$ cat src/logic/drs_regs.svh
// Register map, field positions, reset values and timing counts
// for the run sequencer. Included by the top module and the testbench.
`ifndef DRS_REGS_SVH
`define DRS_REGS_SVH

`define DRS_A_CFG       8'h00
`define DRS_A_DEADZONE  8'h04
`define DRS_A_STOP_THR  8'h08
`define DRS_A_STOP_TIME 8'h0C
`define DRS_A_WAKE      8'h10
`define DRS_A_RESTART   8'h14
`define DRS_A_SLEEP     8'h18
`define DRS_A_SET_FREQ  8'h1C
`define DRS_A_LOW_LIM   8'h20
`define DRS_A_START_F   8'h24
`define DRS_A_STATUS    8'h28

`define DRS_F_SW_SEL    1:0
`define DRS_F_SRC_SEL   2
`define DRS_F_PROTECT   3
`define DRS_F_LIM_ACT   5:4
`define DRS_F_RESTART   6
`define DRS_F_TERM_CTRL 7
`define DRS_F_OVM       8
`define DRS_F_SOFT_RUN  9
`define DRS_F_SOFT_REV  10

`define DRS_R_CFG       11'h001
`define DRS_R_DEADZONE  16'h0000
`define DRS_R_STOP_THR  16'h0032
`define DRS_R_STOP_TIME 16'h0032
`define DRS_R_WAKE      16'h0000
`define DRS_R_RESTART   16'h000A
`define DRS_R_SLEEP     16'h0000
`define DRS_R_ZERO16    16'h0000

`define DRS_TICK_NS     10000000
`define DRS_CLK_NS      40
`define DRS_TICK_CYCLES (`DRS_TICK_NS / `DRS_CLK_NS)
`define DRS_TENTH_TICKS 20'h0000A
`define DRS_INIT_CYCLES 3'h5

`endif

$ cat src/logic/drs_pkg.sv
// Types shared by the run sequencer.
// Assumes drs_regs.svh for field layout.
package drs_pkg;
   typedef struct packed {
      logic       soft_rev;
      logic       soft_run;
      logic       ovm;
      logic       term_ctrl;
      logic       restart_en;
      logic [1:0] lim_act;
      logic       protect;
      logic       src_sel;
      logic [1:0] sw_sel;
   } drs_cfg_t;

   typedef enum logic [3:0] {
      S_INIT, S_RESTART_WAIT, S_PROTECT, S_STOP, S_RUN,
      S_REV_HOLD, S_DEADZONE, S_LIM_STOP, S_SLEEP_PEND, S_SLEEP
   } drs_state_t;
endpackage

$ cat src/logic/drs_top.sv
// Run/stop sequencer with AXI4-Lite register slave.
// Assumes run terminals are asynchronous pins; SPEED_FB is on CLOCK.
//
// Added by the designer: register access over AXI4-Lite and the placing of the registers.
`timescale 1ns/100ps
`include "drs_regs.svh"
module drs_top
   import drs_pkg::*;
#(
   parameter int TICK_CYCLES = `DRS_TICK_CYCLES
) (
   input  wire logic        CLOCK,
   input  wire logic        RST_N,
   input  wire logic [7:0]  AWADDR,
   input  wire logic        AWVALID,
   output logic             AWREADY,
   input  wire logic [31:0] WDATA,
   input  wire logic [3:0]  WSTRB,
   input  wire logic        WVALID,
   output logic             WREADY,
   output logic [1:0]       BRESP,
   output logic             BVALID,
   input  wire logic        BREADY,
   input  wire logic [7:0]  ARADDR,
   input  wire logic        ARVALID,
   output logic             ARREADY,
   output logic [31:0]      RDATA,
   output logic [1:0]       RRESP,
   output logic             RVALID,
   input  wire logic        RREADY,
   input  wire logic        RUN_FWD,
   input  wire logic        RUN_REV,
   input  wire logic [15:0] SPEED_FB,
   output logic [15:0]      FREQ_CMD,
   output logic             DIR_REV,
   output logic             OUTPUT_ON,
   output logic             SLEEPING
);

   // Terminal synchroniser, bit 0 forward, bit 1 reverse
   logic [1:0] s1_q, s2_q, s3_q, term_q, term_d;

   always_comb begin
      term_d = term_q;
      if (s2_q == s3_q) begin
         term_d = s2_q;
      end
   end

   always_ff @(posedge CLOCK or negedge RST_N) begin
      if (!RST_N) begin
         s1_q   <= 2'h0;
         s2_q   <= 2'h0;
         s3_q   <= 2'h0;
         term_q <= 2'h0;
      end else begin
         s1_q   <= {RUN_REV, RUN_FWD};
         s2_q   <= s1_q;
         s3_q   <= s2_q;
         term_q <= term_d;
      end
   end

   // Register bus
   drs_cfg_t    cfg_q, cfg_d;
   logic [15:0] dead_q, dead_d, thr_q, thr_d, stt_q, stt_d;
   logic [15:0] wake_q, wake_d, rst_q, rst_d, slp_q, slp_d;
   logic [15:0] set_q, set_d, low_q, low_d, stf_q, stf_d;
   logic        awf_q, awf_d, wf_q, wf_d;
   logic [7:0]  awa_q, awa_d;
   logic [31:0] wd_q, wd_d;
   logic [3:0]  ws_q, ws_d;
   logic        awr_q, awr_d, wr_q, wr_d, bv_q, bv_d;
   logic [1:0]  br_q, br_d, rr_q, rr_d;
   logic        arr_q, arr_d, rv_q, rv_d;
   logic [31:0] rd_q, rd_d;
   drs_state_t  st_q, st_d;
   logic        dir_q, on_q, slp_o_q;
   logic [15:0] freq_q;

   function automatic logic mapped(input logic [7:0] a);
      return (a[1:0] == 2'h0) && (a <= `DRS_A_STATUS);
   endfunction

   function automatic logic [15:0] merge(input logic [15:0] o,
                                         input logic [31:0] d,
                                         input logic [3:0]  s);
      return {s[1] ? d[15:8] : o[15:8], s[0] ? d[7:0] : o[7:0]};
   endfunction

   always_comb begin
      cfg_d  = cfg_q;
      dead_d = dead_q;
      thr_d  = thr_q;
      stt_d  = stt_q;
      wake_d = wake_q;
      rst_d  = rst_q;
      slp_d  = slp_q;
      set_d  = set_q;
      low_d  = low_q;
      stf_d  = stf_q;
      awf_d  = awf_q;
      awa_d  = awa_q;
      wf_d   = wf_q;
      wd_d   = wd_q;
      ws_d   = ws_q;
      bv_d   = bv_q;
      br_d   = br_q;
      rv_d   = rv_q;
      rr_d   = rr_q;
      rd_d   = rd_q;
      if (AWVALID && awr_q) begin
         awf_d = 1'b1;
         awa_d = AWADDR;
      end
      if (WVALID && wr_q) begin
         wf_d = 1'b1;
         wd_d = WDATA;
         ws_d = WSTRB;
      end
      if (bv_q && BREADY) begin
         bv_d = 1'b0;
      end
      // Write once both halves are held and no response is pending
      if (awf_q && wf_q && !bv_q) begin
         awf_d = 1'b0;
         wf_d  = 1'b0;
         bv_d  = 1'b1;
         br_d  = mapped(awa_q) ? 2'h0 : 2'h2;
         unique case (awa_q)
            `DRS_A_CFG: begin
               cfg_d = drs_cfg_t'(11'(merge({5'h00, cfg_q}, wd_q, ws_q)));
            end
            `DRS_A_DEADZONE:  dead_d = merge(dead_q, wd_q, ws_q);
            `DRS_A_STOP_THR:  thr_d  = merge(thr_q, wd_q, ws_q);
            `DRS_A_STOP_TIME: stt_d  = merge(stt_q, wd_q, ws_q);
            `DRS_A_WAKE:      wake_d = merge(wake_q, wd_q, ws_q);
            `DRS_A_RESTART:   rst_d  = merge(rst_q, wd_q, ws_q);
            `DRS_A_SLEEP:     slp_d  = merge(slp_q, wd_q, ws_q);
            `DRS_A_SET_FREQ:  set_d  = merge(set_q, wd_q, ws_q);
            `DRS_A_LOW_LIM:   low_d  = merge(low_q, wd_q, ws_q);
            `DRS_A_START_F:   stf_d  = merge(stf_q, wd_q, ws_q);
            default: ;
         endcase
      end
      if (rv_q && RREADY) begin
         rv_d = 1'b0;
      end
      if (ARVALID && arr_q) begin
         rv_d = 1'b1;
         rr_d = mapped(ARADDR) ? 2'h0 : 2'h2;
         unique case (ARADDR)
            `DRS_A_CFG:       rd_d = {21'h0, cfg_q};
            `DRS_A_DEADZONE:  rd_d = {16'h0, dead_q};
            `DRS_A_STOP_THR:  rd_d = {16'h0, thr_q};
            `DRS_A_STOP_TIME: rd_d = {16'h0, stt_q};
            `DRS_A_WAKE:      rd_d = {16'h0, wake_q};
            `DRS_A_RESTART:   rd_d = {16'h0, rst_q};
            `DRS_A_SLEEP:     rd_d = {16'h0, slp_q};
            `DRS_A_SET_FREQ:  rd_d = {16'h0, set_q};
            `DRS_A_LOW_LIM:   rd_d = {16'h0, low_q};
            `DRS_A_START_F:   rd_d = {16'h0, stf_q};
            `DRS_A_STATUS: begin
               rd_d = {freq_q, 7'h00, term_q, slp_o_q, on_q, dir_q, st_q};
            end
            default:          rd_d = 32'h0000_0000;
         endcase
      end
      awr_d = !awf_d;
      wr_d  = !wf_d;
      arr_d = !rv_d;
   end

   always_ff @(posedge CLOCK or negedge RST_N) begin
      if (!RST_N) begin
         cfg_q  <= drs_cfg_t'(`DRS_R_CFG);
         dead_q <= `DRS_R_DEADZONE;
         thr_q  <= `DRS_R_STOP_THR;
         stt_q  <= `DRS_R_STOP_TIME;
         wake_q <= `DRS_R_WAKE;
         rst_q  <= `DRS_R_RESTART;
         slp_q  <= `DRS_R_SLEEP;
         set_q  <= `DRS_R_ZERO16;
         low_q  <= `DRS_R_ZERO16;
         stf_q  <= `DRS_R_ZERO16;
         awf_q  <= 1'b0;
         awa_q  <= 8'h00;
         wf_q   <= 1'b0;
         wd_q   <= 32'h0000_0000;
         ws_q   <= 4'h0;
         awr_q  <= 1'b0;
         wr_q   <= 1'b0;
         bv_q   <= 1'b0;
         br_q   <= 2'h0;
         arr_q  <= 1'b0;
         rv_q   <= 1'b0;
         rr_q   <= 2'h0;
         rd_q   <= 32'h0000_0000;
      end else begin
         cfg_q  <= cfg_d;
         dead_q <= dead_d;
         thr_q  <= thr_d;
         stt_q  <= stt_d;
         wake_q <= wake_d;
         rst_q  <= rst_d;
         slp_q  <= slp_d;
         set_q  <= set_d;
         low_q  <= low_d;
         stf_q  <= stf_d;
         awf_q  <= awf_d;
         awa_q  <= awa_d;
         wf_q   <= wf_d;
         wd_q   <= wd_d;
         ws_q   <= ws_d;
         awr_q  <= awr_d;
         wr_q   <= wr_d;
         bv_q   <= bv_d;
         br_q   <= br_d;
         arr_q  <= arr_d;
         rv_q   <= rv_d;
         rr_q   <= rr_d;
         rd_q   <= rd_d;
      end
   end

   assign AWREADY = awr_q;
   assign WREADY  = wr_q;
   assign BVALID  = bv_q;
   assign BRESP   = br_q;
   assign ARREADY = arr_q;
   assign RVALID  = rv_q;
   assign RRESP   = rr_q;
   assign RDATA   = rd_q;

   // Sequencer, tick base and shared delay timer
   logic [17:0] tc_q, tc_d;
   logic        tick_q, tick_d;
   logic [19:0] tm_q, tm_d, lim;
   // Init outlasts the terminal synchroniser and a first config write
   logic [2:0]  init_q, init_d;
   logic        dir_d, on_d, slp_o_d, cond, cmd_run, cmd_rev;
   logic        below, above, expired;
   logic [15:0] freq_d, spd, sw_lvl;

   always_comb begin
      tick_d  = (tc_q == 18'(TICK_CYCLES - 1));
      tc_d    = tick_d ? 18'h00000 : tc_q + 18'h00001;
      init_d  = (init_q == `DRS_INIT_CYCLES) ? init_q : init_q + 3'h1;
      cmd_run = cfg_q.term_ctrl ? |term_q : cfg_q.soft_run;
      cmd_rev = cfg_q.term_ctrl ? term_q[1] : cfg_q.soft_rev;
      // Measured speed not trusted in open-loop vector modulation
      spd     = (cfg_q.src_sel && !cfg_q.ovm) ? SPEED_FB : freq_q;
      below   = set_q < low_q;
      above   = set_q > low_q;
      sw_lvl  = (cfg_q.sw_sel == 2'h1) ? stf_q : 16'h0000;
      // Limit settled before the expiry test reads it
      unique case (st_q)
         S_RESTART_WAIT: lim = {4'h0, rst_q} * `DRS_TENTH_TICKS;
         S_REV_HOLD:     lim = {4'h0, stt_q};
         S_DEADZONE:     lim = {4'h0, dead_q} * `DRS_TENTH_TICKS;
         S_SLEEP_PEND:   lim = {4'h0, slp_q} * `DRS_TENTH_TICKS;
         S_SLEEP:        lim = {4'h0, wake_q} * `DRS_TENTH_TICKS;
         default:        lim = 20'h00000;
      endcase
      expired = tm_q >= lim;
      st_d    = st_q;
      dir_d   = dir_q;
      freq_d  = 16'h0000;
      cond    = 1'b1;
      unique case (st_q)
         S_INIT: begin
            if (init_q == `DRS_INIT_CYCLES) begin
               if (cfg_q.restart_en && cmd_run) begin
                  st_d = S_RESTART_WAIT;
               end else if (cmd_run && cfg_q.term_ctrl && !cfg_q.protect) begin
                  st_d = S_PROTECT;
               end else if (cmd_run) begin
                  st_d = S_RUN;
               end else begin
                  st_d = S_STOP;
               end
               dir_d = cmd_rev;
            end
         end
         S_RESTART_WAIT: begin
            cond = cmd_run;
            if (!cmd_run) begin
               st_d = S_STOP;
            end else if (expired) begin
               st_d = S_RUN;
            end
         end
         S_PROTECT: begin
            if (!cmd_run) begin
               st_d = S_STOP;
            end
         end
         S_STOP: begin
            dir_d = cmd_rev;
            if (cmd_run) begin
               st_d = S_RUN;
            end
         end
         S_RUN: begin
            freq_d = set_q;
            if (!cmd_run) begin
               st_d = S_STOP;
            end else if (cmd_rev != dir_q) begin
               st_d = S_REV_HOLD;
            end else if (below) begin
               unique case (cfg_q.lim_act)
                  2'h0: freq_d = low_q;
                  2'h1: st_d = S_LIM_STOP;
                  default: st_d = S_SLEEP_PEND;
               endcase
            end
         end
         S_REV_HOLD: begin
            freq_d = sw_lvl;
            cond   = spd < thr_q;
            if (!cmd_run) begin
               st_d = S_STOP;
            end else if (cmd_rev == dir_q) begin
               st_d = S_RUN;
            end else if (cfg_q.sw_sel != 2'h2 || (cond && expired)) begin
               st_d = S_DEADZONE;
            end
         end
         S_DEADZONE: begin
            freq_d = sw_lvl;
            if (!cmd_run) begin
               st_d = S_STOP;
            end else if (expired) begin
               dir_d = cmd_rev;
               st_d  = S_RUN;
            end
         end
         S_LIM_STOP: begin
            if (!cmd_run) begin
               st_d = S_STOP;
            end else if (!below) begin
               st_d = S_RUN;
            end
         end
         S_SLEEP_PEND: begin
            freq_d = low_q;
            cond   = below;
            if (!cmd_run) begin
               st_d = S_STOP;
            end else if (!below) begin
               st_d = S_RUN;
            end else if (expired) begin
               st_d = S_SLEEP;
            end
         end
         S_SLEEP: begin
            cond = above;
            if (!cmd_run) begin
               st_d = S_STOP;
            end else if (above && expired) begin
               st_d = S_RUN;
            end
         end
      endcase
      on_d    = st_d inside {S_RUN, S_REV_HOLD, S_DEADZONE, S_SLEEP_PEND};
      slp_o_d = st_d == S_SLEEP;
      if (!on_d) begin
         freq_d = 16'h0000;
      end
      // Timer restarts on a new state or a lost condition
      if (st_d != st_q || !cond) begin
         tm_d = 20'h00000;
      end else if (tick_q && !expired) begin
         tm_d = tm_q + 20'h00001;
      end else begin
         tm_d = tm_q;
      end
   end

   always_ff @(posedge CLOCK or negedge RST_N) begin
      if (!RST_N) begin
         tc_q    <= 18'h00000;
         tick_q  <= 1'b0;
         tm_q    <= 20'h00000;
         init_q  <= 3'h0;
         st_q    <= S_INIT;
         dir_q   <= 1'b0;
         on_q    <= 1'b0;
         slp_o_q <= 1'b0;
         freq_q  <= 16'h0000;
      end else begin
         tc_q    <= tc_d;
         tick_q  <= tick_d;
         tm_q    <= tm_d;
         init_q  <= init_d;
         st_q    <= st_d;
         dir_q   <= dir_d;
         on_q    <= on_d;
         slp_o_q <= slp_o_d;
         freq_q  <= freq_d;
      end
   end

   assign FREQ_CMD  = freq_q;
   assign DIR_REV   = dir_q;
   assign OUTPUT_ON = on_q;
   assign SLEEPING  = slp_o_q;

endmodule

$ cat config.mk
export PLATFORM = sky130hd
export DESIGN_NAME = drs_top
export DESIGN_NICKNAME = d
export VERILOG_FILES = /design/src/logic/drs_pkg.sv /design/src/logic/drs_top.sv
export VERILOG_INCLUDE_DIRS = /design/src /design/src/logic
export SDC_FILE = /design/constraint.sdc
export NUM_CORES = 1
export LEC_CHECK = 0
export BUFFER_PORTS_ARGS = -buffer_cell sky130_fd_sc_hd__buf_2
export CORE_ASPECT_RATIO = 1.2
export CORE_MARGIN = 4
export CORE_UTILIZATION = 56
export DETAILED_ROUTE_END_ITERATION = 6
export PLACE_DENSITY_LB_ADDON = 0.15
export SLEW_MARGIN = 0
export SYNTH_ARGS = -nofsm -noshare
export SYNTH_HDL_FRONTEND = slang
export SYNTH_SLANG_ARGS = --single-unit
$ cat constraint.sdc
create_clock -name CLOCK -period 5.22 [get_ports CLOCK]
set_clock_uncertainty 0.15 [all_clocks]
set_input_delay 1.044 -clock CLOCK [delete_from_list [all_inputs] [get_ports CLOCK]]
set_output_delay 1.044 -clock CLOCK [all_outputs]
set_load 0.03 [all_outputs]
; ---- After elaboration in Yosys (flattened, before gate mapping)
; Cells that the tools add are included.
[word_totals]
word_cells = 224
output_inout_bits = 60
input_bits = 77
register_bits = 297
[op_classes]
reduce_logical = 60
n_mul = 4
magnitude_cmp = 6
add_sub_neg = 3
muxes = 53
n_eq_ne = 45
[ops]
columns = op, n
row1 = $pmux W32 S11, 1
row2 = $mux W16, 7
row3 = $pmux W20 S5, 1
row4 = $mul A16 B3 Y19 const B, 4
row5 = $mux W4, 18
row6 = $eq A8 B5 Y1 const B, 8
row7 = $reduce_and A3 Y1, 20
row8 = $pmux W16 S3, 1
row9 = $eq A8 B6 Y1 const B, 5
row10 = $mux W20, 2
row11 = $pmux W4 S9, 1
row12 = $eq A8 B4 Y1 const B, 4
row13 = $lt A16 B16 Y1, 2
row14 = $eq A4 B3 Y1 const B, 7
row15 = $add A20 B1 Y20 const B, 1
row16 = $ge A20 B20 Y1, 1
row17 = $add A18 B1 Y18 const B, 1
row18 = $eq A18 B18 Y1 const B, 1
row19 = $mux W18, 1
row20 = $eq A4 B4 Y1 const B, 4
row21 = $eq A8 B3 Y1 const B, 2
row22 = $gt A16 B16 Y1, 1
row23 = $le A8 B6 Y1 const B, 2
row24 = $logic_and A1 B1 Y1, 16
row25 = 26 further kinds, 60

; ---- Depth between registers and ports, before layout
; Gate-level depths: netlist of the first run.
[logic_depth]
word_depth = 13
ltp_mapped = 25
ltp_nobuf = 23

; ---- Least setup slack after synthesis of the first run
; OpenSTA, ideal clock, no wires.
[synth_timing]
kind = reg2reg
from = reg rst_q[1]
to = reg freq_q[10], in the netlist FREQ_CMD[10]
setup_ps = 80
required_time_ps = 4990
arrival_time_ps = 5428
stages_incl_launch_ff = 24
slack_ps = -438
synth_period_minus_slack_ps = 5658
path_buffers = 2
path_cell_list = dfstp_2 ha_1 ha_1 inv_1 fa_1 nor2b_1 o21ai_1 a21boi_0 or4_1 a31o_2 o41ai_1 o21ai_0 xor2_1 a2111oi_0 ha_1 a21o_1 a211oi_2 and2_1 buf_4 o21ai_1 a2111o_1 a21boi_2 buf_2 nor3_2
[synth_between]
elab_chain_len = 12
word_cells_on_any_way = 23
classes_between = mul: 1 / order compare: 1 / eq/ne: 4 / mux: 13 / reduce/logical: 4
[synth_lines]
columns = element, line
row1 = "start, declared", drs_top.sv:67  ; logic [15:0] wake_q, wake_d, rst_q, rst_d, slp_q, slp_d;
row2 = "start signal, assigned", drs_top.sv:181  ; rst_q <= `DRS_R_RESTART;
row3 = "start signal, assigned", drs_top.sv:205  ; rst_q <= rst_d;
row4 = $mul A16 B3 Y19 (no line) *, n/a
row5 = $pmux W20 S5 *, drs_top.sv:257  ; unique case (st_q)
row6 = $ge A20 B20 Y1 *, drs_top.sv:265  ; expired = tm_q >= lim;
row7 = $logic_and A1 B1 Y1, drs_top.sv:325  ; end else if (cfg_q.sw_sel != 2'h2 || (cond && expired)) begin
row8 = $logic_or A1 B1 Y1, drs_top.sv:325
row9 = $mux W4, drs_top.sv:325
row10 = $mux W4, drs_top.sv:323  ; end else if (cmd_rev == dir_q) begin
row11 = $mux W4, drs_top.sv:321  ; if (!cmd_run) begin
row12 = $pmux W4 S9 *, drs_top.sv:270  ; unique case (st_q)
row13 = $eq A4 B3 Y1 / $eq A4 B4 Y1 (equally long branches), drs_top.sv:365  ; on_d = st_d inside {S_RUN, S_REV_HOLD, S_DEADZONE, S_SLEEP_PEND};
row14 = $reduce_bool A4 Y1 *, drs_top.sv:365
row15 = $mux W16 *, drs_top.sv:367  ; if (!on_d) begin
row16 = named net freq_d[10], drs_top.sv:243  ; logic [15:0] freq_d, spd, sw_lvl;
row17 = "end signal, assigned", drs_top.sv:400  ; freq_q <= freq_d;
row18 = "end, declared", drs_top.sv:79  ; logic [15:0] freq_q;
; The timed path passes the listed nets; every way through them passes the cells marked *.
; A chain may end at the register's enable or synchronous reset.

; ---- Worst setup path in the final report of the first run
[layout_timing]
from = reg dead_q[2]
to = reg tm_q[10]
[layout_between]
elab_chain_len = 12
word_cells_on_any_way = 23
classes_between = mul: 1 / order compare: 1 / eq/ne: 1 / mux: 13 / reduce/logical: 7
[layout_lines]
columns = element, line
row1 = "start, declared", drs_top.sv:66  ; logic [15:0] dead_q, dead_d, thr_q, thr_d, stt_q, stt_d;
row2 = "start signal, assigned", drs_top.sv:177  ; dead_q <= `DRS_R_DEADZONE;
row3 = $mul A16 B3 Y19 (no line) *, n/a
row4 = $pmux W20 S5 *, drs_top.sv:257
row5 = $ge A20 B20 Y1 *, drs_top.sv:265
row6 = $logic_and A1 B1 Y1, drs_top.sv:325
row7 = $logic_or A1 B1 Y1, drs_top.sv:325
row8 = $mux W4, drs_top.sv:325
row9 = $mux W4, drs_top.sv:323
row10 = $mux W4, drs_top.sv:321
row11 = $pmux W4 S9, drs_top.sv:270
row12 = $ne A4 B4 Y1, drs_top.sv:371  ; if (st_d != st_q || !cond) begin
row13 = $logic_or A1 B1 Y1, drs_top.sv:371
row14 = $mux W20 / $reduce_bool A2 Y1 (equally long branches), n/a
row15 = "end signal, assigned", drs_top.sv:394  ; tm_q <= tm_d;
row16 = "end, declared", drs_top.sv:238  ; logic [19:0] tm_q, tm_d, lim;
; Mark *: on every way between the ends. The rest lies on a longest branch, timed or not.

==> run summary, run 1 <==
status: complete, but fails checks
failing checks: design-rule violations, negative setup slack
total global routing overflow: 0
ANT cells: 0
nets@finish: 2349
PwrDens: 382.3 nW/um2
final WL: 59890 um
clk sinks: 295
share of cells above drive strength 1: 34.79%
CTS H-tree depth: 2
Cell Rows: 72
Max Fclk: 0.1705 GHz
Yosys reg bits: 295
Final Hold Viols: 0
Worst Reg-to-Reg Cells: 25
DR iter-0 viols: 1582
initial antenna violation count: 0
register area share after synthesis: 39.91%
clock-pin transition on the worst setup and hold timing paths: 0.06 ns
clk_lat worst skew: 0.54 ns
die area: 36070 um2
# IOs: 137
Setup WS pre-CTS: -0.9396 ns
Gate power share: 37.5%
Storage cell area: 7396 um2
RD Place Congestion: 0.9645
fillers: 2396
top_reg_cell synth: dfrtp_1
CP arrival: 6.14 ns
internal power: 0.005478 W
gr usage total: 32.02%
vias in the first global route: 16390
fin crit share: 112.3%
largest net degree at the start of global routing: 106
Final Max Tran Viols: 0
DP Wirelength: 44030 um
die width: 174.0 um
Final Setup Violations: 41
post-layout min period: 5.864 ns
Cells after Synth: 1788
Residual DRC: 11
Starting Density: 57.13%
Layout Area Growth over Synthesis: 24.92%
WL/cell: 23.63 um
number of flops mapped to enable cells by yosys: 0
Worst EP required: 5.49 ns
Leak: 11.49 nW
Worst Hold Depth: 0
worst slew pin tran: 1.141 ns
1st-pass router iterations: 7
Longest Clk Path Bufs: 3
Vias: 16300
Setup crit end kind: flip-flop
RSZ-0062 raised after global routing: true
Distinct cells, synth: 88
CTS tree: built
number of CTS-inserted buffers: 34
Crit Path Class: reg2reg
routed vias/inst: 6.434
ys async rst share: 100.0%
Power Total: 0.008847 W
MaxCap Viol Count: 0
die height: 207.2 um
syn_area_per_cell: 10.36 um2
final setup margin: -0.6442 ns
Net Sw Frac: 38.08%
post-route ant nets: 0
crit start category: flip-flop
Port-buffer cells: 116
Clock power frac: 27.6%
first-pass GRT wire length: 91600 um
Crit Path Max Fanout: 5
worst vdd ir: 390.3 uV
YS warnings: 0
Root Buffer: clkbuf_16
setup TNS: -22.35 ns
slew margin rel.: 23.69%
Sequential Power Share: 34.9%
Core ar.: 32430 um2
switching power: 0.003369 W
Post-Synthesis Cell Area: 18530 um2
multi-input logic area: 11320 um2
hold crit path type: reg2reg
## path summary, 6_finish.rpt
check                                end      start  slack [ns]
worst max register to register  tm_q[10]  dead_q[2]       -0.64
worst min register to register   s2_q[0]    s1_q[0]        0.20
worst max-delay path            tm_q[10]  dead_q[2]       -0.64
worst min-delay path             s2_q[0]    s1_q[0]        0.20
min in group asynchronous       tm_q[19]      RST_N        0.40
max in group asynchronous       slp_q[1]      RST_N        3.35
## synth_stat cells (13+ instances only)
cell type / n / share of area, %
nand2_1: 135 / 2.7
nor2_1: 130 / 2.6
inv_1: 70 / 1.4
dfrtp_1: 286 / 39
nand3_1: 47 / 1.3
a211oi_1: 20 / 0.81
nand2b_1: 15 / 0.51
and3_1: 17 / 0.57
o21a_1: 14 / 0.57
a21oi_1: 67 / 1.8
clkbuf_1: 57 / 1.2
nor2b_1: 13 / 0.44
nor3_1: 42 / 1.1
a222oi_1: 33 / 1.8
ha_1: 167 / 11
a221oi_1: 20 / 0.95
a22oi_1: 34 / 1.4
a21o_1: 31 / 1.3
mux2_2: 200 / 12
nand4_1: 19 / 0.64
a31oi_1: 14 / 0.47
o21ai_0: 63 / 1.7
xor2_1: 47 / 2.2
xnor2_1: 35 / 1.7
a22o_1: 31 / 1.5
## sequential cells by signal (all words and copies together) (netlist names), 2 cells and up
| name | cells |
|---|---|
| awa_q | 8 |
| term_q | 2 |
| stf_q | 16 |
| FREQ_CMD | 16 |
| st_q | 4 |
| tm_q | 20 |
| RDATA | 32 |
| dead_q | 16 |
| wake_q | 16 |
| rst_q | 16 |
| wd_q | 16 |
| thr_q | 16 |
| ws_q | 2 |
| stt_q | 16 |
| set_q | 16 |
| s2_q | 2 |
| tc_q | 18 |
| s1_q | 2 |
| cfg_q | 11 |
| init_q | 3 |
| slp_q | 16 |
| low_q | 16 |
| s3_q | 2 |
## power groups by stage
stage	registers (W)	logic, W	clock network, W
2_1_floorplan	0.00281	0.00169	0
3_3_place_gp	0.00309	0.00258	0
3_5_place_dp	0.00310	0.00262	0
4_1_cts	0.00306	0.00309	0.00247
5_1_grt	0.00311	0.00350	0.00257
6_report	0.00309	0.00332	0.00244
## layout by cell type (no fill, tap or decap), types with 8 or more instances in the layout
cell | synthesis | final
nor2_2 | 0 | 9
a22oi_1 | 34 | 34
a211oi_1 | 20 | 15
nor2_1 | 130 | 119
a21oi_1 | 67 | 56
nor2b_1 | 13 | 11
a22o_1 | 31 | 31
o22ai_1 | 9 | 8
dfrtp_1 | 286 | 284
nand4_1 | 19 | 19
a21oi_2 | 0 | 11
ha_1 | 167 | 159
o21a_1 | 14 | 14
a31oi_1 | 14 | 12
a221oi_1 | 20 | 19
nand2b_1 | 15 | 15
o21ai_0 | 63 | 55
and3_1 | 17 | 17
clkbuf_16 | 0 | 37
xnor2_1 | 35 | 34
nand3_1 | 47 | 47
clkinv_2 | 0 | 8
nand2_1 | 135 | 134
a21o_1 | 31 | 31
a222oi_1 | 33 | 33
mux2_2 | 200 | 199
buf_4 | 3 | 219
dfstp_2 | 9 | 9
xor2_1 | 47 | 45
nor3_1 | 42 | 31
nor3_4 | 0 | 13
inv_1 | 70 | 68
buf_2 | 4 | 115
## metrics by stage
stage / hold slack, ns / cell area, um2 / util, % / cells
after floorplan: 0.1812 / 18610 / - / 1789
after global placement: 0.1931 / 21070 / 64.97 / 2450
after detailed placement: 0.1855 / 21070 / 64.97 / 2450
after CTS: 0.2062 / 22660 / 69.87 / 2521
after global routing: 0.2173 / 23140 / 71.36 / 2534
final: 0.2032 / 23140 / 71.36 / 2534
## cells by family after synthesis
kind of cell	share of synthesized area, %
mux	12.53
compound gates	16.15
xor+xnor	3.876
simple gates	12.72
buf+inv	3.086
other cells	0.02024
fa+ha+maj	11.71
flops	39.91
## what timing repair did
| action | in CTS | in global routing |
|---|---|---|
| gates resized for setup | 68 | 66 |
| cloned | 3 | 1 |
| hold buffers | 0 | 0 |
| endpoints found under the setup margin | 43 | 43 |
| pin swaps | 28 | 49 |
| setup buffers | 7 | 13 |
## per-layer routing
metal / GRT usage (%) / up-vias / routed length (um)
li1: - / 7317 / -
met5: 0 / - / 0
met4: 15.60 / 0 / 3362
met3: 5.100 / 194 / 3826
met1: 40.08 / 8118 / 23410
met2: 54.13 / 675 / 29290
## worst max-delay path, stage by stage (launching register included)
cell	delay (ns)
dfrtp_1	0.40
buf_6	0.13
ha_2	0.18
ha_4	0.16
fa_2	0.37
a21oi_2	0.15
o21bai_1	0.12
buf_4	0.15
buf_4	0.13
a21o_1	0.17
a21oi_1	0.16
xor2_1	0.21
o22ai_1	0.12
a211oi_2	0.24
buf_4	0.16
ha_1	0.14
nand3_1	0.12
or4_1	0.57
a311o_1	0.30
and2_4	0.17
a211oi_1	0.53
o32ai_2	0.24
o2111ai_4	0.37
buf_12	0.15
buf_16	0.11
nor2_1	0.04
## layout make-up
| type | count | area share, % |
|---|---|---|
| timing repair buffer | 350 | 10.83 |
| tap | 407 | 2.200 |
| clock buffer | 48 | 4.298 |
| sequential | 295 | 31.96 |
| clock inverter | 14 | 0.6433 |
| inverter | 70 | 1.135 |
| multi-input combinational | 1350 | 48.93 |
Power figures use the tool's default switching activity.
==> run 2, diff against run 1 <==
Settings changed: SETUP_SLACK_MARGIN from default to 0.02, SKIP_CTS_REPAIR_TIMING from default to 1.
==> run 2 against run 1 <==
Net effect: the run ends with negative setup slack left; utilization decreased by 1.7 points; final cell count down 0.87%; critical path depth unchanged; count of clock-buffer cells in the layout down 2; first-iteration DRC count is 8.3% lower; global-route usage shrank 0.44 points; routed wire length shrank 2.0%; maximum frequency is 1.8% higher; largest cell class unchanged; largest power group is now sequential cells.
==> run summary, run 2 (synthesis gave the netlist of run 1 again) <==
Worst EP required: 5.59 ns (was 5.49 ns)
Buf/Inv on CP: 5 (was 6)
Power Total: 0.008406 W (was 0.008847 W)
final setup margin: -0.5427 ns (was -0.6442 ns)
routed vias/inst: 6.322 (was 6.434)
1st-pass router iterations: 7 (unchanged)
Clock power frac: 27.9% (was 27.6%)
CTS tree: built (unchanged)
setup TNS: -18.79 ns (was -22.35 ns)
die height: 207.2 um (unchanged)
Placed Area: 21070 um2 (about the same)
Crit Path Max Fanout: 6 (was 5)
internal power: 0.005244 W (was 0.005478 W)
clock-pin transition on the worst setup and hold timing paths: 0.07 ns (was 0.06 ns)
clk sinks: 295 (unchanged)
vias in the first global route: 16030 (was 16390)
CP startpoint: wake_q[3] (was dead_q[2])
Residual DRC: 0 (was 11)
routing usage on met1: 39.89% (was 40.08%)
largest net degree at the start of global routing: 131 (was 106)
failing checks: negative setup slack (was design-rule violations, negative setup slack)
most common cell after layout, fill and taps aside: dfrtp_1 (unchanged)
final WL: 58710 um (was 59890 um)
post-route ant nets: 0 (unchanged)
Core ar.: 32430 um2 (unchanged)
Net Sw Frac: 37.62% (was 38.08%)
Longest Clk Path Bufs: 3 (unchanged)
Max Fclk: 0.1735 GHz (was 0.1705 GHz)
CP arrival: 6.14 ns (about the same)
post-layout min period: 5.763 ns (was 5.864 ns)
worst slew pin tran: 1.127 ns (was 1.141 ns)
worst vdd ir: 301.7 uV (was 390.3 uV)
Gate power share: 35.5% (was 37.5%)
Setup crit end kind: flip-flop (unchanged)
clk_lat worst skew: 0.61 ns (was 0.54 ns)
nets@finish: 2330 (was 2349)
Final Setup Violations: 42 (was 41)
first-pass GRT wire length: 90540 um (was 91600 um)
DP Wirelength: 43550 um (was 44030 um)
fin crit share: 110.4% (was 112.3%)
commonest cells after routing, fill and taps aside: dfrtp_1 (285), buf_4 (209), mux2_2 (199) (was dfrtp_1 (284), buf_4 (219), mux2_2 (199))
# IOs: 137 (unchanged)
Vias: 15880 (was 16300)
Sequential Power Share: 36.6% (was 34.9%)
die area: 36070 um2 (unchanged)
slew margin rel.: 24.59% (was 23.69%)
Crit Path Class: reg2reg (unchanged)
max reg flops: 32 (unchanged)
Final Hold Viols: 0 (unchanged)
Layout Utilization: 69.67% (was 71.36%)
Leak: 11.17 nW (was 11.49 nW)
RSZ-0062 raised after global routing: true (unchanged)
crit-path most repeated cell: ha_1 (was buf_4)
Root Buffer: clkbuf_16 (unchanged)
Largest delay share family, worst path: compound AO/OA/AOI/OAI gates (unchanged)
Final Max Tran Viols: 0 (unchanged)
crit start category: flip-flop (unchanged)
ANT cells: 0 (unchanged)
critical path's slowest cell: or4_1 (unchanged)
Layout Area Growth over Synthesis: 21.96% (was 24.92%)
final std cell area, no fill: 22600 um2 (was 23140 um2)
hold_sp: s1_q[1] (was s1_q[0])
die width: 174.0 um (unchanged)
GRT met2 Usage: 54.23% (was 54.13%)
status: complete, but fails checks (unchanged)
Port-buffer cells: 116 (unchanged)
DR iter-0 viols: 1451 (was 1582)
fillers: 2507 (was 2396)
hold crit path type: reg2reg (unchanged)
total global routing overflow: 0 (unchanged)
CTS H-tree depth: 1 (was 2)
switching power: 0.003163 W (was 0.003369 W)
Top Usage Layer GRT: met2 (unchanged)
met3 Use GR: 4.281% (was 5.100%)
RD Place Congestion: 0.9539 (was 0.9645)
number of CTS-inserted buffers: 31 (was 34)
Starting Density: 57.13% (unchanged)
Cell Rows: 72 (unchanged)
Reg-to-Reg Start: wake_q[3] (was dead_q[2])
initial antenna violation count: 0 (unchanged)
hold_ws: 0.2002 ns (was 0.2032 ns)
MaxCap Viol Count: 0 (unchanged)
share of cells above drive strength 1: 32.87% (was 34.79%)
max incr delay on CP: 0.55 ns (was 0.57 ns)
PwrDens: 372.0 nW/um2 (was 382.3 nW/um2)
gr usage total: 31.57% (was 32.02%)
WL/cell: 23.37 um (was 23.63 um)
==> run 2: worst reg2reg max path: cells and delay by family, from the launching register on <==
kind | cells | cell delay, ns
adders and majority gates | 4 | 1.16
buffers and inverters | 5 | 0.70
xor gates and xnor gates | 1 | 0.14
DFF | 1 | 0.45
and+or+nand+nor | 6 | 1.25
AOI/OAI and AO/OA | 9 | 1.82
==> run 2: metal layers <==
| layer | share of wire, % | routed length (um) |
|---|---|---|
| met1 | 40 | 23340 |
| met2 | 49 | 29030 |
| met3 | 5.7 | 3367 |
| met4 | 5.1 | 2977 |
| met5 | 0 | 0 |
==> run 2: final cells by class <==
| type | instances | area [um2] | share of cell area (%) |
|---|---|---|---|
| Clock buffer | 46 | 892.1 | 3.948 |
| Clock inverter | 10 | 171.4 | 0.7586 |
| Inverter | 70 | 262.8 | 1.163 |
| Multi-Input combinational cell | 1350 | 11030 | 48.83 |
| Sequential cell | 295 | 7395 | 32.73 |
| Tap cell | 407 | 509.2 | 2.254 |
| Timing Repair Buffer | 334 | 2332 | 10.32 |
==> run 2: power groups by stage <==
stage | clock [W] | sequential (W) | combinational (W)
3_3_place_gp | 0 | 0.00309 | 0.00259
2_1_floorplan | 0 | 0.00281 | 0.00170
6_report | 0.00235 | 0.00308 | 0.00298
5_1_grt | 0.00247 | 0.00310 | 0.00318
4_1_cts | 0.00238 | 0.00306 | 0.00265
3_5_place_dp | 0 | 0.00310 | 0.00264
==> run 2: path summary, 6_finish.rpt <==
kind | cells past startpoint | to | slack, ns
worst max-delay path | 25 | tm_q[7] | -0.54
worst min-delay path | 0 | s2_q[1] | 0.20
worst max register to register | 25 | tm_q[7] | -0.54
worst min register to register | 0 | s2_q[1] | 0.20
max in group asynchronous | 2 | RRESP[1] | 3.58
min in group asynchronous | 1 | tm_q[15] | 0.24
==> run 2: stage by stage <==
stage	std cells	setup slack (ns)
floorplan	1789	-0.09020
global placement	2448	-0.6524
detailed placement	2448	-0.7282
CTS	2504	-0.7681
global route	2512	-0.7144
finish	2512	-0.5427
==> run 3, diff against run 2 <==
Settings changed: ABC_AREA from default to 1.
==> run 3 against run 2 <==
Net effect: critical path depth is 7 higher; clock power decreased by 3%; the run now ends clean; hold slack got worse by 0.0012 ns; critical path type unchanged; count of clock-buffer cells in the layout is 9 lower; routed wire length increased by 3.7%; non-clock buffer count decreased by 124.
==> run summary, run 3 <==
hold_sp: s1_q[0] (was s1_q[1])
Root Buffer: clkbuf_16 (unchanged)
Buf/Inv on CP: 6 (was 5)
Final Max Tran Viols: 0 (unchanged)
Crit Path Max Fanout: 6 (unchanged)
CTS H-tree depth: 1 (unchanged)
Placed Area: 19970 um2 (was 21070 um2)
largest net degree at the start of global routing: 111 (was 131)
Crit Path Class: reg2reg (unchanged)
critical path's slowest cell: dfrtp_1 (was or4_1)
Setup WS pre-CTS: -0.03929 ns (was -0.7282 ns)
Worst Reg-to-Reg Cells: 32 (was 25)
DR iter-0 viols: 1883 (was 1451)
fin crit share: 97.68% (was 110.4%)
most common cell after layout, fill and taps aside: nand2_1 (was dfrtp_1)
internal power: 0.005140 W (was 0.005244 W)
Final Setup Violations: 0 (was 42)
CTS tree: built (unchanged)
setup TNS: 0 ns (was -18.79 ns)
nets@finish: 2735 (was 2330)
ANT cells: 0 (unchanged)
RSZ-0062 raised after global routing: true (unchanged)
RD Place Congestion: 1.007 (was 0.9539)
WL/cell: 20.62 um (was 23.37 um)
initial antenna violation count: 0 (unchanged)
fillers: 2709 (was 2507)
Setup crit end kind: flip-flop (unchanged)
Clock power frac: 25.6% (was 27.9%)
MaxCap Viol Count: 0 (unchanged)
Gate power share: 41.4% (was 35.5%)
Min-Delay Endpoint: s2_q[0] (was s2_q[1])
Area contributors post-synth: dfrtp_1 (39%), ha_1 (11%), nand2_1 (10%) (was dfrtp_1 (39%), mux2_2 (12%), ha_1 (11%))
Synth area leader: dfrtp_1 (unchanged)
Yosys reg bits: 295 (unchanged)
syn_area_per_cell: 8.017 um2 (was 10.36 um2)
Cells after Synth: 2316 (was 1788)
Largest delay share family, worst path: simple AND/OR/NAND/NOR gates (was compound AO/OA/AOI/OAI gates)
# IOs: 137 (unchanged)
Reg-to-Reg Start: slp_q[3] (was wake_q[3])
Power Total: 0.008920 W (was 0.008406 W)
YS warnings: 0 (unchanged)
clk_lat worst skew: 0.60 ns (was 0.61 ns)
Storage cell area: 7407 um2 (was 7395 um2)
multi-input logic area: 10390 um2 (was 11030 um2)
hold_ws: 0.1990 ns (was 0.2002 ns)
Distinct cells, synth: 70 (was 88)
first-pass GRT wire length: 92520 um (was 90540 um)
final std cell area, no fill: 21770 um2 (was 22600 um2)
share of cells above drive strength 1: 18.61% (was 32.87%)
post-route ant nets: 0 (unchanged)
routed vias/inst: 5.962 (was 6.322)
worst slew pin tran: 0.9773 ns (was 1.127 ns)
most frequent cell after synthesis: nand2_1 (was dfrtp_1)
crit-path most repeated cell: nor2_2 (was ha_1)
PwrDens: 409.8 nW/um2 (was 372.0 nW/um2)
crit start category: flip-flop (unchanged)
Vias: 17610 (was 15880)
clock-pin transition on the worst setup and hold timing paths: 0.07 ns (about the same)
register area share after synthesis: 39.82% (was 39.91%)
1st-pass router iterations: 7 (unchanged)
max incr delay on CP: 0.41 ns (was 0.55 ns)
gr usage total: 32.14% (was 31.57%)
total global routing overflow: 0 (unchanged)
clk sinks: 295 (unchanged)
ys async rst share: 100.0% (unchanged)
slew margin rel.: 34.69% (was 24.59%)
number of CTS-inserted buffers: 31 (unchanged)
Reg2Reg Setup Slack: 0.12 ns (was -0.54 ns)
Net Sw Frac: 42.38% (was 37.62%)
vias in the first global route: 17070 (was 16030)
final WL: 60880 um (was 58710 um)
Final Hold Viols: 0 (unchanged)
post-layout min period: 5.099 ns (was 5.763 ns)
Longest Clk Path Bufs: 3 (unchanged)
synth cell count leaders: nand2_1 (517), dfrtp_1 (286), o21ai_0 (262), inv_1 (247), ha_1 (167) (was dfrtp_1 (286), mux2_2 (200), ha_1 (167), nand2_1 (135), nor2_1 (130))
Post-Synthesis Cell Area: 18570 um2 (was 18530 um2)
die area: 36150 um2 (was 36070 um2)
die width: 174.2 um (was 174.0 um)
Starting Density: 57.09% (was 57.13%)
die height: 207.5 um (was 207.2 um)
commonest cells after routing, fill and taps aside: nand2_1 (498), dfrtp_1 (275), o21ai_0 (254) (was dfrtp_1 (285), buf_4 (209), mux2_2 (199))
hold crit path type: reg2reg (unchanged)
Worst EP required: 5.58 ns (was 5.59 ns)
Synth top area share: 38.54% (was 38.63%)
RR Endpoint: tm_q[17] (was tm_q[7])
DP Wirelength: 44670 um (was 43550 um)
Max Fclk: 0.1961 GHz (was 0.1735 GHz)
Cell Rows: 72 (unchanged)
status: finished clean (was complete, but fails checks)
max reg flops: 32 (unchanged)
Port-buffer cells: 116 (unchanged)
Core ar.: 32520 um2 (was 32430 um2)
number of flops mapped to enable cells by yosys: 0 (unchanged)
final setup margin: 0.1210 ns (was -0.5427 ns)
Leak: 10.31 nW (was 11.17 nW)
top_reg_cell synth: dfrtp_1 (unchanged)
Worst Hold Depth: 0 (unchanged)
CP arrival: 5.46 ns (was 6.14 ns)
Layout Area Growth over Synthesis: 17.22% (was 21.96%)
Residual DRC: 0 (unchanged)
worst vdd ir: 323.2 uV (was 301.7 uV)
switching power: 0.003780 W (was 0.003163 W)
Sequential Power Share: 33.0% (was 36.6%)
-- run 3: power by group through the flow --
stage	Clock (W)	Sequential (W)	Combinational (W)
2_1_floorplan	0	0.00290	0.00220
3_3_place_gp	0	0.00295	0.00315
3_5_place_dp	0	0.00296	0.00322
4_1_cts	0.00230	0.00292	0.00325
5_1_grt	0.00240	0.00297	0.00401
6_report	0.00228	0.00294	0.00370
-- run 3: logic make-up after synthesis --
group | synth area share, %
AOI/OAI and AO/OA | 18.67
xor gates and xnor gates | 2.069
adders and majority gates | 11.68
buffers and inverters | 7.170
DFF | 39.82
muxes | 0.1146
other | 0.02020
and+or+nand+nor | 20.46
-- run 3: metal layers --
metal	share of wire (%)	vias up	track usage, %
met2	47	885	52.88
met4	5.4	0	14.89
met1	39	8345	42.00
met5	0	-	0
li1	-	8196	-
met3	8.6	181	4.809
-- run 3: final cells by class --
class	instances	share of cell area [%]
Multi-Input combinational cell	1685	47.71
Timing Repair Buffer	210	6.381
Inverter	264	4.593
Sequential cell	295	34.03
Clock inverter	18	1.017
Tap cell	444	2.552
Clock buffer	37	3.713
-- run 3: how the worst max path moves through the flow --
stage | from | slack (ns) | to | depth (start not counted)
4_1_cts | dead_q[3] | -0.09 | tm_q[19] | 28
5_1_grt | slp_q[3] | -0.17 | tm_q[19] | 32
6_report | slp_q[3] | 0.12 | tm_q[17] | 32
2_1_floorplan | wake_q[1] | 0.69 | tm_q[19] | 29
3_3_place_gp | dead_q[3] | 0.06 | tm_q[19] | 28
3_5_place_dp | dead_q[3] | -0.04 | tm_q[19] | 28
-- run 3: per-stage QoR --
step	cells	utilization, %
2_1_floorplan	2317	-
3_3_place_gp	2877	61.41
3_5_place_dp	2877	61.41
4_1_cts	2932	64.58
5_1_grt	2953	66.93
6_report	2953	66.93
-- run 3: worst register-to-register path, delay by kind of cell (launching register included) --
kind / cells / cell delay, ns
buffers and inverters: 6 / 0.64
adder cells (fa/ha/maj): 4 / 0.96
flip-flops: 1 / 0.41
AND/OR/NAND/NOR: 16 / 1.93
AO/OA/AOI/OAI: 5 / 0.69
XOR/XNOR: 1 / 0.25
